**src/rtl/glu_pkg.sv**
```systemverilog
// Constants, field layouts and carrier types for the glue-logic block.
// Assumes a 32-bit plain register port and a 10 MHz system clock.
package glu_pkg;

  // ==========================================================
  // Sizes
  localparam int NUM_LUT    = 2;
  localparam int LUT_INS    = 3;
  localparam int TRUTH_W    = 8;
  localparam int SEQ_SEL_W  = 4;
  localparam int ADDR_W     = 8;
  localparam int DATA_W     = 32;

  // ==========================================================
  // Register byte offsets
  localparam logic [ADDR_W-1:0] OFS_CTRL     = 8'h00;
  localparam logic [ADDR_W-1:0] OFS_SEQ_CTRL   = 8'h04;
  localparam logic [ADDR_W-1:0] OFS_UNIT_CTRL0 = 8'h08;
  localparam logic [ADDR_W-1:0] OFS_STEP     = 8'h04;

  // ==========================================================
  // Field positions
  localparam int CTRL_SOFT_RST_BIT = 0;
  localparam int CTRL_EN_BIT       = 1;
  localparam int SEQ_SEL_LSB       = 0;
  localparam int LUT_EN_BIT     = 1;
  localparam int LUT_MASK_LSB   = 4;
  localparam int LUT_TRUTH_LSB  = 16;

  // ==========================================================
  // Reset values
  localparam logic                RST_BLK_EN = 1'b0;
  localparam logic [SEQ_SEL_W-1:0] RST_SEQ_SEL = 4'h0;
  localparam logic [TRUTH_W-1:0]  RST_TRUTH  = 8'h00;
  localparam logic [LUT_INS-1:0]  RST_MASK   = 3'h0;
  localparam logic [DATA_W-1:0]   RD_ZERO    = 32'h00000000;

  // ==========================================================
  // Carriers
  typedef struct packed {
    logic [ADDR_W-1:0] addr;
    logic [DATA_W-1:0] wdata;
    logic              we;
    logic              re;
  } glu_req_t;

  typedef struct packed {
    logic [TRUTH_W-1:0] truth;
    logic [LUT_INS-1:0] mask;
    logic               en;
  } glu_lutcfg_t;

endpackage

```
**src/rtl/glu_lut.sv**
```systemverilog
// One lookup-table unit: three maskable inputs into an 8-entry truth table.
// Assumes inputs are already synchronised; output is combinational.
`timescale 1ns/1ps
module glu_lut (
  // Configuration
  input  glu_pkg::glu_lutcfg_t        i_cfg,
  input  logic                        i_blk_en,
  // Data
  input  logic [glu_pkg::LUT_INS-1:0] i_in,
  output logic                        o_out
);

  // ==========================================================
  // Table lookup
  logic [glu_pkg::LUT_INS-1:0] idx;

  // Masked inputs read as zero so they cannot steer the result
  assign idx   = i_in & ~i_cfg.mask;
  assign o_out = i_cfg.en & i_blk_en & i_cfg.truth[idx];

endmodule

```
**src/rtl/glu_top.sv**
```systemverilog
// Glue-logic block: register port, enable protection and lookup-table units.
// Assumes i_lut_in comes from pins (asynchronous) and the bus master is
// synchronous to i_clk with single-cycle strobes.
//
// Design decisions made here: the register offsets and the strobed register port.
`timescale 1ns/1ps
// How it works
// - A write to the sequential select field is taken only while the even unit of its pair is off.
// - Every field of a unit control register except its enable is written only while that unit is off.
// - Protected fields are taken in the write that turns the unit on, but not in one that turns it off.
// - Writing one to the block enable turns the block on, writing zero turns it off.
// - Each unit is turned on by writing one to its enable and off by writing zero.
// - Writing one to the soft reset bit returns all configuration registers to reset values and leaves the block off.
// - Each unit output is any Boolean function of three inputs given by its truth bits.
// - Any subset of a unit's three inputs can be masked out.
module glu_top #(
  parameter int NUM_LUT = glu_pkg::NUM_LUT
) (
  // Clock and reset
  input  logic                                i_clk,
  input  logic                                i_reset_n,
  // Register port
  input  glu_pkg::glu_req_t                   i_req,
  output logic [glu_pkg::DATA_W-1:0]          o_rdata,
  // Unit pins
  input  logic [NUM_LUT*glu_pkg::LUT_INS-1:0] i_lut_in,
  output logic [NUM_LUT-1:0]                  o_lut_out
);

  localparam int NUM_SEQ = NUM_LUT / 2;
  localparam int INS_W   = NUM_LUT * glu_pkg::LUT_INS;

  // ==========================================================
  // State
  typedef struct packed {
    logic                                        blk_en;
    logic [NUM_SEQ-1:0][glu_pkg::SEQ_SEL_W-1:0]  seq_sel;
    glu_pkg::glu_lutcfg_t [NUM_LUT-1:0]          lut;
    logic [INS_W-1:0]                            sync1;
    logic [INS_W-1:0]                            sync2;
    logic [NUM_LUT-1:0]                          out;
    logic [glu_pkg::DATA_W-1:0]                  rdata;
  } glu_state_t;

  glu_state_t         state_q;
  glu_state_t         state_d;
  glu_state_t         rst_val;
  logic [NUM_LUT-1:0] lut_res;

  // Address to unit decode, shared by read and write paths
  function automatic logic addr_is_lut(input logic [glu_pkg::ADDR_W-1:0] a, input int i);
    addr_is_lut = (a == glu_pkg::ADDR_W'(glu_pkg::OFS_UNIT_CTRL0 + i * glu_pkg::OFS_STEP));
  endfunction

  function automatic logic addr_is_seq(input logic [glu_pkg::ADDR_W-1:0] a, input int k);
    // Limitation: with four or more units this map overlaps the unit registers
    addr_is_seq = (a == glu_pkg::ADDR_W'(glu_pkg::OFS_SEQ_CTRL + k * glu_pkg::OFS_STEP * NUM_LUT));
  endfunction

  // Reset image, used only by the soft reset; the state register reset loads zeros
  always_comb begin
    rst_val        = '0;
    rst_val.blk_en = glu_pkg::RST_BLK_EN;
    for (int k = 0; k < NUM_SEQ; k++) begin
      rst_val.seq_sel[k] = glu_pkg::RST_SEQ_SEL;
    end
    for (int i = 0; i < NUM_LUT; i++) begin
      rst_val.lut[i].truth = glu_pkg::RST_TRUTH;
      rst_val.lut[i].mask  = glu_pkg::RST_MASK;
      rst_val.lut[i].en    = 1'b0;
    end
  end

  // ==========================================================
  // Units
  genvar g;
  generate
    for (g = 0; g < NUM_LUT; g++) begin : g_lut
      glu_lut u_lut (
        .i_cfg    (state_q.lut[g]),
        .i_blk_en (state_q.blk_en),
        .i_in     (state_q.sync2[g*glu_pkg::LUT_INS +: glu_pkg::LUT_INS]),
        .o_out    (lut_res[g])
      );
    end
  endgenerate

  // ==========================================================
  // Next state
  always_comb begin
    state_d       = state_q;
    // Pins cross two flops; only the second is read by logic
    state_d.sync1 = i_lut_in;
    state_d.sync2 = state_q.sync1;
    state_d.out   = lut_res;
    // Read data stands for one cycle only, so it falls back to zero by default
    state_d.rdata = glu_pkg::RD_ZERO;
    // Register writes
    if (i_req.we) begin
      if (i_req.addr == glu_pkg::OFS_CTRL) begin
        state_d.blk_en = i_req.wdata[glu_pkg::CTRL_EN_BIT];
      end
      for (int k = 0; k < NUM_SEQ; k++) begin
        // Sequencer pairs share the even unit's enable as their lock
        if (addr_is_seq(i_req.addr, k) && !state_q.lut[2*k].en) begin
          state_d.seq_sel[k] = i_req.wdata[glu_pkg::SEQ_SEL_LSB +: glu_pkg::SEQ_SEL_W];
        end
      end
      for (int i = 0; i < NUM_LUT; i++) begin
        if (addr_is_lut(i_req.addr, i)) begin
          state_d.lut[i].en = i_req.wdata[glu_pkg::LUT_EN_BIT];
          // Locked while running; the turn-on write still gets through
          if (!state_q.lut[i].en) begin
            state_d.lut[i].truth = i_req.wdata[glu_pkg::LUT_TRUTH_LSB +: glu_pkg::TRUTH_W];
            state_d.lut[i].mask  = i_req.wdata[glu_pkg::LUT_MASK_LSB +: glu_pkg::LUT_INS];
          end
        end
      end
      // Soft reset overrides everything in the same write
      // Sync flops are left alone: they hold pin levels, not configuration
      if (i_req.addr == glu_pkg::OFS_CTRL && i_req.wdata[glu_pkg::CTRL_SOFT_RST_BIT]) begin
        state_d.blk_en  = rst_val.blk_en;
        state_d.seq_sel = rst_val.seq_sel;
        state_d.lut    = rst_val.lut;
      end
    end
    // Register reads; soft reset bit self-clears so it reads zero
    if (i_req.re) begin
      if (i_req.addr == glu_pkg::OFS_CTRL) begin
        state_d.rdata[glu_pkg::CTRL_EN_BIT] = state_q.blk_en;
      end
      for (int k = 0; k < NUM_SEQ; k++) begin
        if (addr_is_seq(i_req.addr, k)) begin
          state_d.rdata[glu_pkg::SEQ_SEL_LSB +: glu_pkg::SEQ_SEL_W] = state_q.seq_sel[k];
        end
      end
      for (int i = 0; i < NUM_LUT; i++) begin
        if (addr_is_lut(i_req.addr, i)) begin
          state_d.rdata[glu_pkg::LUT_EN_BIT] = state_q.lut[i].en;
          state_d.rdata[glu_pkg::LUT_MASK_LSB +: glu_pkg::LUT_INS] = state_q.lut[i].mask;
          state_d.rdata[glu_pkg::LUT_TRUTH_LSB +: glu_pkg::TRUTH_W] = state_q.lut[i].truth;
        end
      end
    end
  end

  // State register, synchronous active-low reset
  always_ff @(posedge i_clk) begin
    if (!i_reset_n) begin
      state_q <= '0;
    end else begin
      state_q <= state_d;
    end
  end

  assign o_rdata   = state_q.rdata;
  assign o_lut_out = state_q.out;

  logic wr_ctrl;
  logic wr_lut0;
  logic wr_seq0;
  logic [glu_pkg::LUT_INS-1:0] in0;
  assign wr_ctrl = i_req.we && i_req.addr == glu_pkg::OFS_CTRL;
  assign wr_lut0 = i_req.we && i_req.addr == glu_pkg::OFS_UNIT_CTRL0;
  assign wr_seq0 = i_req.we && i_req.addr == glu_pkg::OFS_SEQ_CTRL;
  assign in0     = state_q.sync2[glu_pkg::LUT_INS-1:0];
endmodule

```
**config.mk**
```make
export PLATFORM = sky130hd
export DESIGN_NAME = glu_top
export DESIGN_NICKNAME = d
export VERILOG_FILES = /design/src/rtl/glu_pkg.sv /design/src/rtl/glu_lut.sv /design/src/rtl/glu_top.sv
export SDC_FILE = /design/constraint.sdc
export NUM_CORES = 1
export LEC_CHECK = 0
export BUFFER_PORTS_ARGS = -buffer_cell sky130_fd_sc_hd__buf_2
export CAP_MARGIN = 20
export CORE_UTILIZATION = 49
export DETAILED_ROUTE_END_ITERATION = 10
export GPL_TIMING_DRIVEN = 1
export PLACE_DENSITY = 0.78
export SYNTH_ARGS = -nofsm -noshare
export SYNTH_HDL_FRONTEND = slang
export SYNTH_SLANG_ARGS = --single-unit
```
**constraint.sdc**
```tcl
create_clock -name i_clk -period 2.2 [get_ports i_clk]
set_clock_uncertainty 0.15 [all_clocks]
set_input_delay 0.33 -clock i_clk [delete_from_list [all_inputs] [get_ports i_clk]]
set_output_delay 0.33 -clock i_clk [all_outputs]
set_load 0.01 [all_outputs]
```
Word-level counts from Yosys, hierarchy flattened
Cells that the tools add are included.
- register bits after elaboration: 75
- input port bits: 50
- output and inout bits: 34
- logic and storage cells: 64
- magnitude comparators: 2
- eq/ne operators: 5
- mux-type cells: 19
- bitwise logic cells: 8
- reduce and logical (&&, ||, !) cells: 16
- operators by type and width (cell ; count):
    $mux W29 ; 1
    $mux W12 ; 2
    $mux W11 ; 2
    $eq A8 B4 Y1 const B ; 2
    $mux W8 ; 2
    $reduce_and A2 Y1 ; 5
    $reduce_and A3 Y1 ; 3
    $eq A8 B3 Y1 const B ; 1
    $logic_not A8 Y1 ; 1
    $lt A3 B4 Y1 const B ; 2
    $mux W4 ; 2
    $reduce_bool A2 Y1 ; 4
    $and A3 B3 Y3 ; 2
    $bmux W1 S3 ; 2
    $mux W1 ; 6
    $mux W3 ; 2
    $not A3 Y3 ; 2
    $and A1 B1 Y1 ; 4
    $ne A2 B1 Y1 const B ; 2
    $logic_and A1 B1 Y1 ; 2
    $logic_not A1 Y1 ; 1

Longest topological paths before layout
Gate-level depths: netlist of the first run.
- depth after elaboration: 5
- depth in mapped cells: 6
- depth with buffers taken out: 4

Modules after synthesis
A second synthesis of the first run with hierarchy kept.
- cell total of the unflattened synthesis: 230
- area, all modules: 2446.1 um^2
- by module, submodules not included (module ; times used ; cells each ; area each (um^2) ; seq. area each (um^2)):
    glu_top ; 1 ; 208 ; 2228.4 ; 1161.1
    glu_lut ; 2 ; 11 ; 108.9 ; 0.0

Worst setup path after synthesis of the first run
OpenSTA, ideal clock, no wires.
- path type: input to register
- from: input i_req[35] (netlist bit)
- to: register state_q[60] (netlist bit)
- library setup time: 0.117 ns
- data arrival time: 1.532 ns
- required time: 1.933 ns
- setup slack: 0.401 ns
- stages on the path: 5
- buffers on the path: 1
- cell sequence: or4_4 > nor2_2 > a21boi_1 > buf_2 > a22o_1
- word-level cells in the longest chain between the ends: 4
- elaborated cells between the ends (all ways): 7
- classes of those cells: 2 x eq/ne; 1 x mux; 4 x reduce/logical
- ends and longest elaborated chain (what ; RTL line ; text):
    start, declared ; glu_top.sv:23 ; input glu_pkg::glu_req_t i_req,
    $logic_not A8 Y1 ; n/a ;
    $logic_and A1 B1 Y1 ; glu_top.sv:121 ; if (i_req.addr == glu_pkg::OFS_CTRL && i_req.wdata[glu_pkg::CTRL_SOFT_RST_BIT]) begin
    $ne A2 B1 Y1 (no line) / $reduce_bool A2 Y1 (equally long branches) ; n/a ;
    $reduce_and A3 Y1 (no line) ; n/a ;
    end signal, assigned ; glu_top.sv:152 ; state_q <= state_d;
    end, declared ; glu_top.sv:45 ; glu_state_t state_q;
Parallel ways exist; a longest one is shown, timed or not.
A chain may end at the register's enable or synchronous reset.

Final worst setup path of the first run
- from: input i_req[35] (netlist bit)
- to: register state_q[62] (netlist bit)
The elaborated chain is that of the path after synthesis.

==> results of run 1 <==
[per-layer routing]
layer	global-route usage	up-vias
li1	-	892
met1	0.223	812
met2	0.297	51
met3	0.0580	10
met4	0.111	0
met5	0	-
[power breakdown]
group / switching (mW) / internal [mW]
Combinational: 0.0747 / 0.0494
Sequential: 0.00299 / 1.06
Clock: 0.414 / 0.437
Total: 0.492 / 1.55
[layout make-up]
type                       instances  area [µm²]
tap                               67        83.8
timing repair buffer              59         320
sequential                        58        1160
fill                             434        2000
clock buffer                      10         138
clock inverter                     6        42.5
inverter                           2        7.51
multi-input combinational        152        1040
[cells by family after synthesis]
| group | share of synthesized area |
|---|---|
| AO/OA/AOI/OAI | 0.163 |
| other | 0.00153 |
| buffers and inverters | 0.131 |
| AND/OR/NAND/NOR | 0.185 |
| multiplexers | 0.0478 |
| flip-flops | 0.472 |
[worst paths after layout]
path	to	cells after the start
worst min register to register	state_q[39]$_SDFF_PN0_	1
worst max-delay path	state_q[62]$_SDFFE_PN0P_	5
worst max register to register	state_q[62]$_SDFFE_PN0P_	3
worst min-delay path	state_d[39]$_SDFF_PN0_	2
[cells in the final DEF (no fill, tap or decap), types with 3 or more instances in the layout]
master,n
o22ai_1,4
nand3_1,5
conb_1,17
a22oi_1,11
dfxtp_1,58
nand2b_1,4
mux4_2,3
nand2_1,12
buf_4,10
nor2b_1,4
a21boi_1,3
buf_2,49
a22o_1,22
and3_1,3
and2_1,15
nor2_1,17
mux2i_1,5
clkbuf_8,10
[per-stage QoR]
stage / setup slack [ns] / total power [mW]
2_1_floorplan: 0.401 / 1.18
3_3_place_gp: 0.0911 / 1.21
3_5_place_dp: 0.106 / 1.21
4_1_cts: 0.467 / 2.06
5_1_grt: 0.383 / 2.12
6_report: 0.444 / 2.04
[sequential cells by signal, summed over array words and instances (netlist names)]
signal	flops
o_rdata	15
state_q	32
state_d	6
o_lut_out	2
in0	3
==> impl_metrics.ini, run 1 <==
[placement]
hpwl_um = 3350
globalplace.congestion = 0.846
port-buffer-count = 49
post-place-cells = 338
placement.cell_area_um2 = 2610

[global_route]
grt_first_pass_wirelength_um = 7200
grt_max_degree = 31
grt_util_all_layers = 0.187
globalRouteOverflowTotal = 0
number_of_antenna_violations_at_the_first_check_in_global_routing = 0
grt_pass1_vias = 1605

[timing]
timing_hold_violations_final = 0
report.final.slew_viol_count = 0
grt_setup_unrepaired = no
finalCriticalPeriod_ns = 1.76
whs_ns = 0.0464
min_period_over_period = 0.798
max_freq_mhz = 570
relSlewSlack = 0.401
finalSetupViolations = 0
totalNegativeSetupSlack_ns = 0
tightestPinTransition_ns = 0.897

[clock_tree]
tritoncts = built
postCtsSetupBuffers = 0
ctsHtreeMaxLevel = 3
clk_latency_ns = 0.33
numClockSinks = 58
ctsLongestPathBuffers = 2
cts_repair_resized_insts = 0
clock-root-buffer = clkbuf_8
cts_hold_buf = 0
clkTransAtPathRegs_ns = 0.06
cts_buffers = 9

[power]
vdd_ir_drop_max_uv = 385
power_density_over_the_cells_nw_per_um2 = 731
power.static_leakage_nw = 1.17

[worst_setup_path]
criticalPathCategory = in -> reg
ff2ff_setup_slack_ns = 0.51
timing.critical_path.required_ns = 2.27
worstPathCellList = buf_2 -> or4_4 -> nor2_2 -> a21boi_1 -> a22o_1
cell_family_with_most_cp_delay = simple AND/OR/NAND/NOR gates
cp_num_buf_inv = 1
worstPathMaxFanout = 11
cp_slowest_stage_delay_ns = 0.59
timing.critical_path.to_type = register
timing.critical_path.from_type = input port
crit_path_start = i_req[35]
crit_reg_reg_startpoint = state_q[58]$_SDFFE_PN0P_
critPathArrivalTime_ns = 1.83
cpMaxStageDelayCell = or4_4

[synth]
ffs_w_async_s_r_synth = 0
synthesis_stage_register_bit_count = 58
synth.cell_area_um2 = 2460
synth-seq-area-share = 0.472
netlist_top_cells_count = dfxtp_1 (58), buf_4 (36), a22o_1 (22)
synthFlopType = dfxtp_1
yosys-top-cells-area = dfxtp_1 (47%), buf_4 (11%), a22o_1 (7.8%)
post_synth_inst_count = 242
synth_area_per_cell_um2 = 10.2
yosysMostFrequentCell = dfxtp_1
synth_edf_count = 0
ys.warnings.count = 0
share_of_yosys_cell_area_claimed_by_the_top_area_cell_type = 0.472
yosysUniqueCellTypes = 40
synth_largest_area_cell = dfxtp_1

[final_layout]
final_net_count = 332
drive_above_1_share = 0.300
layout.cell_area.non_filler_um2 = 2790
utilization_of_the_core_after_routing = 0.583
stdcell_count = 354
final_antenna_diode_count = 0
flow.area_growth_from_synthesis_pct = 13.4

[detailed_routing]
maxUsedRoutingLayer = met4
avgViaCountPerCell = 4.99
drt-total-wl_um = 4550
detailroute.via_count = 1765
route.detailed.wl_per_inst_um = 12.8
ant_nets = 0
number_of_optimization_iterations_in_the_first_detailed_route_pass = 4
detailroute.wirelength.met3_um = 200
route.detailed.drc = 0
wl_met1_um = 2090
drt-initial-drc-count = 110
detailroute.wirelength.met2_um = 2170

[floorplan]
die_area_um2 = 5300
dieWidth_um = 72.8
effective_utilization_at_floorplan = 0.514
floorplan.die.height_um = 72.8
core.rowCount = 25
coreArea_um2 = 4790
ioPinCount = 84

[status]
outcome = finished clean

[worst_hold_path]
min-delay-path-class = in -> reg
hold_path.startpoint = i_lut_in[5]

[job]
cap_viol_max_count = 0
(Power assumes the default switching activity.)
==> run 2: changes to the inputs <==
CORE_UTILIZATION = 45   (was 49)
PLACE_DENSITY = 0.76   (was 0.78)
clock period = 1.5 ns   (was 2.2 ns; I/O delays follow)
==> impl_metrics.ini, run 2 (synthesis gave the netlist of run 1 again) <==
[status]
outcome = complete, but fails checks
violations = setup timing

[global_route]
globalRouteOverflowTotal = 0
grt_first_pass_wirelength_um = 8570
number_of_antenna_violations_at_the_first_check_in_global_routing = 0
grt_util_all_layers = 0.193
grt_pass1_vias = 1882
grt_max_degree = 15

[floorplan]
floorplan.die.height_um = 75.9
ioPinCount = 84
dieWidth_um = 75.9
core.rowCount = 26
effective_utilization_at_floorplan = 0.475
coreArea_um2 = 5170
die_area_um2 = 5760

[clock_tree]
clock-root-buffer = clkbuf_8
tritoncts = built
ctsLongestPathBuffers = 2
ctsHtreeMaxLevel = 3
clkTransAtPathRegs_ns = 0.06
cts_buffers = 9
clk_latency_ns = 0.33
numClockSinks = 58

[placement]
globalplace.congestion = 0.811
placement.cell_area_um2 = 2800
port-buffer-count = 49

[final_layout]
largest_reg_flops = 32
drive_above_1_share = 0.354
regMostFlops = state_q
flow.area_growth_from_synthesis_pct = 33.2
final_net_count = 370
most-common-layout-cells = dfxtp_1 (57), buf_2 (49), buf_4 (27)
layout.cell_area.non_filler_um2 = 3270
utilization_of_the_core_after_routing = 0.633
final_antenna_diode_count = 0
layout.cells.most_common = dfxtp_1

[worst_setup_path]
timing.critical_path.required_ns = 1.61
timing.critical_path.from_type = input port
critPathArrivalTime_ns = 1.61
worstPathMaxFanout = 12
cp_slowest_stage_delay_ns = 0.60
cpMaxStageDelayCell = or4_4
criticalPathCategory = in -> reg
worstPathCellList = buf_2 -> or4_4 -> nor4_4 -> buf_12 -> a22oi_1 -> nor2_1
timing.critical_path.to_type = register

[detailed_routing]
ant_nets = 0
detailroute.via_count = 1977
route.detailed.wl_per_inst_um = 13.6
number_of_optimization_iterations_in_the_first_detailed_route_pass = 4
drt-total-wl_um = 5390
avgViaCountPerCell = 5.01
drt-initial-drc-count = 238
route.detailed.drc = 0

[timing]
report.final.slew_viol_count = 0
min_period_over_period = 1.00
finalSetupViolations = 1
timing_hold_violations_final = 0
finalCriticalPeriod_ns = 1.50
postLayoutSetupSlackWorst_ns = -0.000208
max_freq_mhz = 667
grt_setup_unrepaired = yes

[power]
power_density_over_the_cells_nw_per_um2 = 1050
vdd_ir_drop_max_uv = 559
power.static_leakage_nw = 1.39

[job]
cap_viol_max_count = 0

[worst_hold_path]
min-delay-path-class = in -> reg
run 2: changes by cell type in the layout (fill, tap and decap cells not counted), moves of 2 or more:
cell	before	now
nor2b_4	0	2
nor2b_1	4	2
dlygate4sd3_1	0	19
clkinvlp_4	2	0
bufinv_16	0	2
buf_12	0	2
buf_4	10	27
run 2: layout make-up:
class | instances | area, µm²
Inverter | 2 | 7.51
Fill cell | 398 | 1900
Clock inverter | 4 | 73.8
Multi-Input combinational cell | 152 | 1110
Timing Repair Buffer | 97 | 678
Clock buffer | 12 | 155
Tap cell | 70 | 87.6
Sequential cell | 58 | 1160
run 2: layer usage:
layer	wire (µm)	track usage	share of wire	vias up
met5	0	0	0	-
met3	465	0.0518	0.086	2
met1	2240	0.227	0.42	917
met2	2640	0.320	0.49	93
met4	36	0.106	0.0067	0
li1	-	-	-	965
run 2: what timing repair did:
item                                    4_1_cts  5_1_grt
cloned                                        0        0
resized for setup                             3        9
hold buffers                                 19        0
setup buffers                                 0        1
endpoints found under the setup margin       14       15
pin swaps                                     1        1
hold endpoints to repair                     29        0
run 2: path summary, 6_finish.rpt:
| kind | from | endpoint | slack, ns | depth (start not counted) |
|---|---|---|---|---|
| worst min-delay path | i_req[3] | state_q[46]$_SDFFE_PN0P_ | 0.05 | 3 |
| worst max register to register | state_q[46]$_SDFFE_PN0P_ | state_q[54]$_SDFFE_PN0P_ | 0.02 | 4 |
| worst min register to register | state_d[35]$_SDFF_PN0_ | in0[1]$_SDFF_PN0_ | 0.28 | 1 |
| worst max-delay path | i_req[40] | o_rdata[5]$_SDFF_PN0_ | -0.0002 | 6 |
run 2: where the power goes:
| part | leakage, nW | switching [mW] | internal, mW | total (mW) |
|---|---|---|---|---|
| Sequential | 0.470 | 0.00453 | 1.56 | 1.56 |
| Combinational | 0.808 | 0.133 | 0.132 | 0.265 |
| Clock | 0.117 | 0.590 | 1.03 | 1.62 |
| Total | 1.39 | 0.728 | 2.72 | 3.44 |
run 2: critical path, delay by kind of cell:
kind | cells | cell delay, ns
buffers and inverters | 2 | 0.29
AND/OR/NAND/NOR | 3 | 1.00
AO/OA/AOI/OAI | 1 | 0.09
run 2: metrics by stage:
step                      setup TNS [ns]  setup WS (ns)  cells  power, mW  hold WS, ns
after detailed placement          -11.41         -0.375    359       1.81        0.272
after global placement            -10.36         -0.351    359       1.81        0.265
final                          -0.000208      -0.000208    395       3.44       0.0510
after CTS                              0         0.0178    394       3.45       0.0319
after floorplan                    -3.08         -0.155    258       1.74        0.200
after global routing              -0.203        -0.0517    395       3.55       0.0483
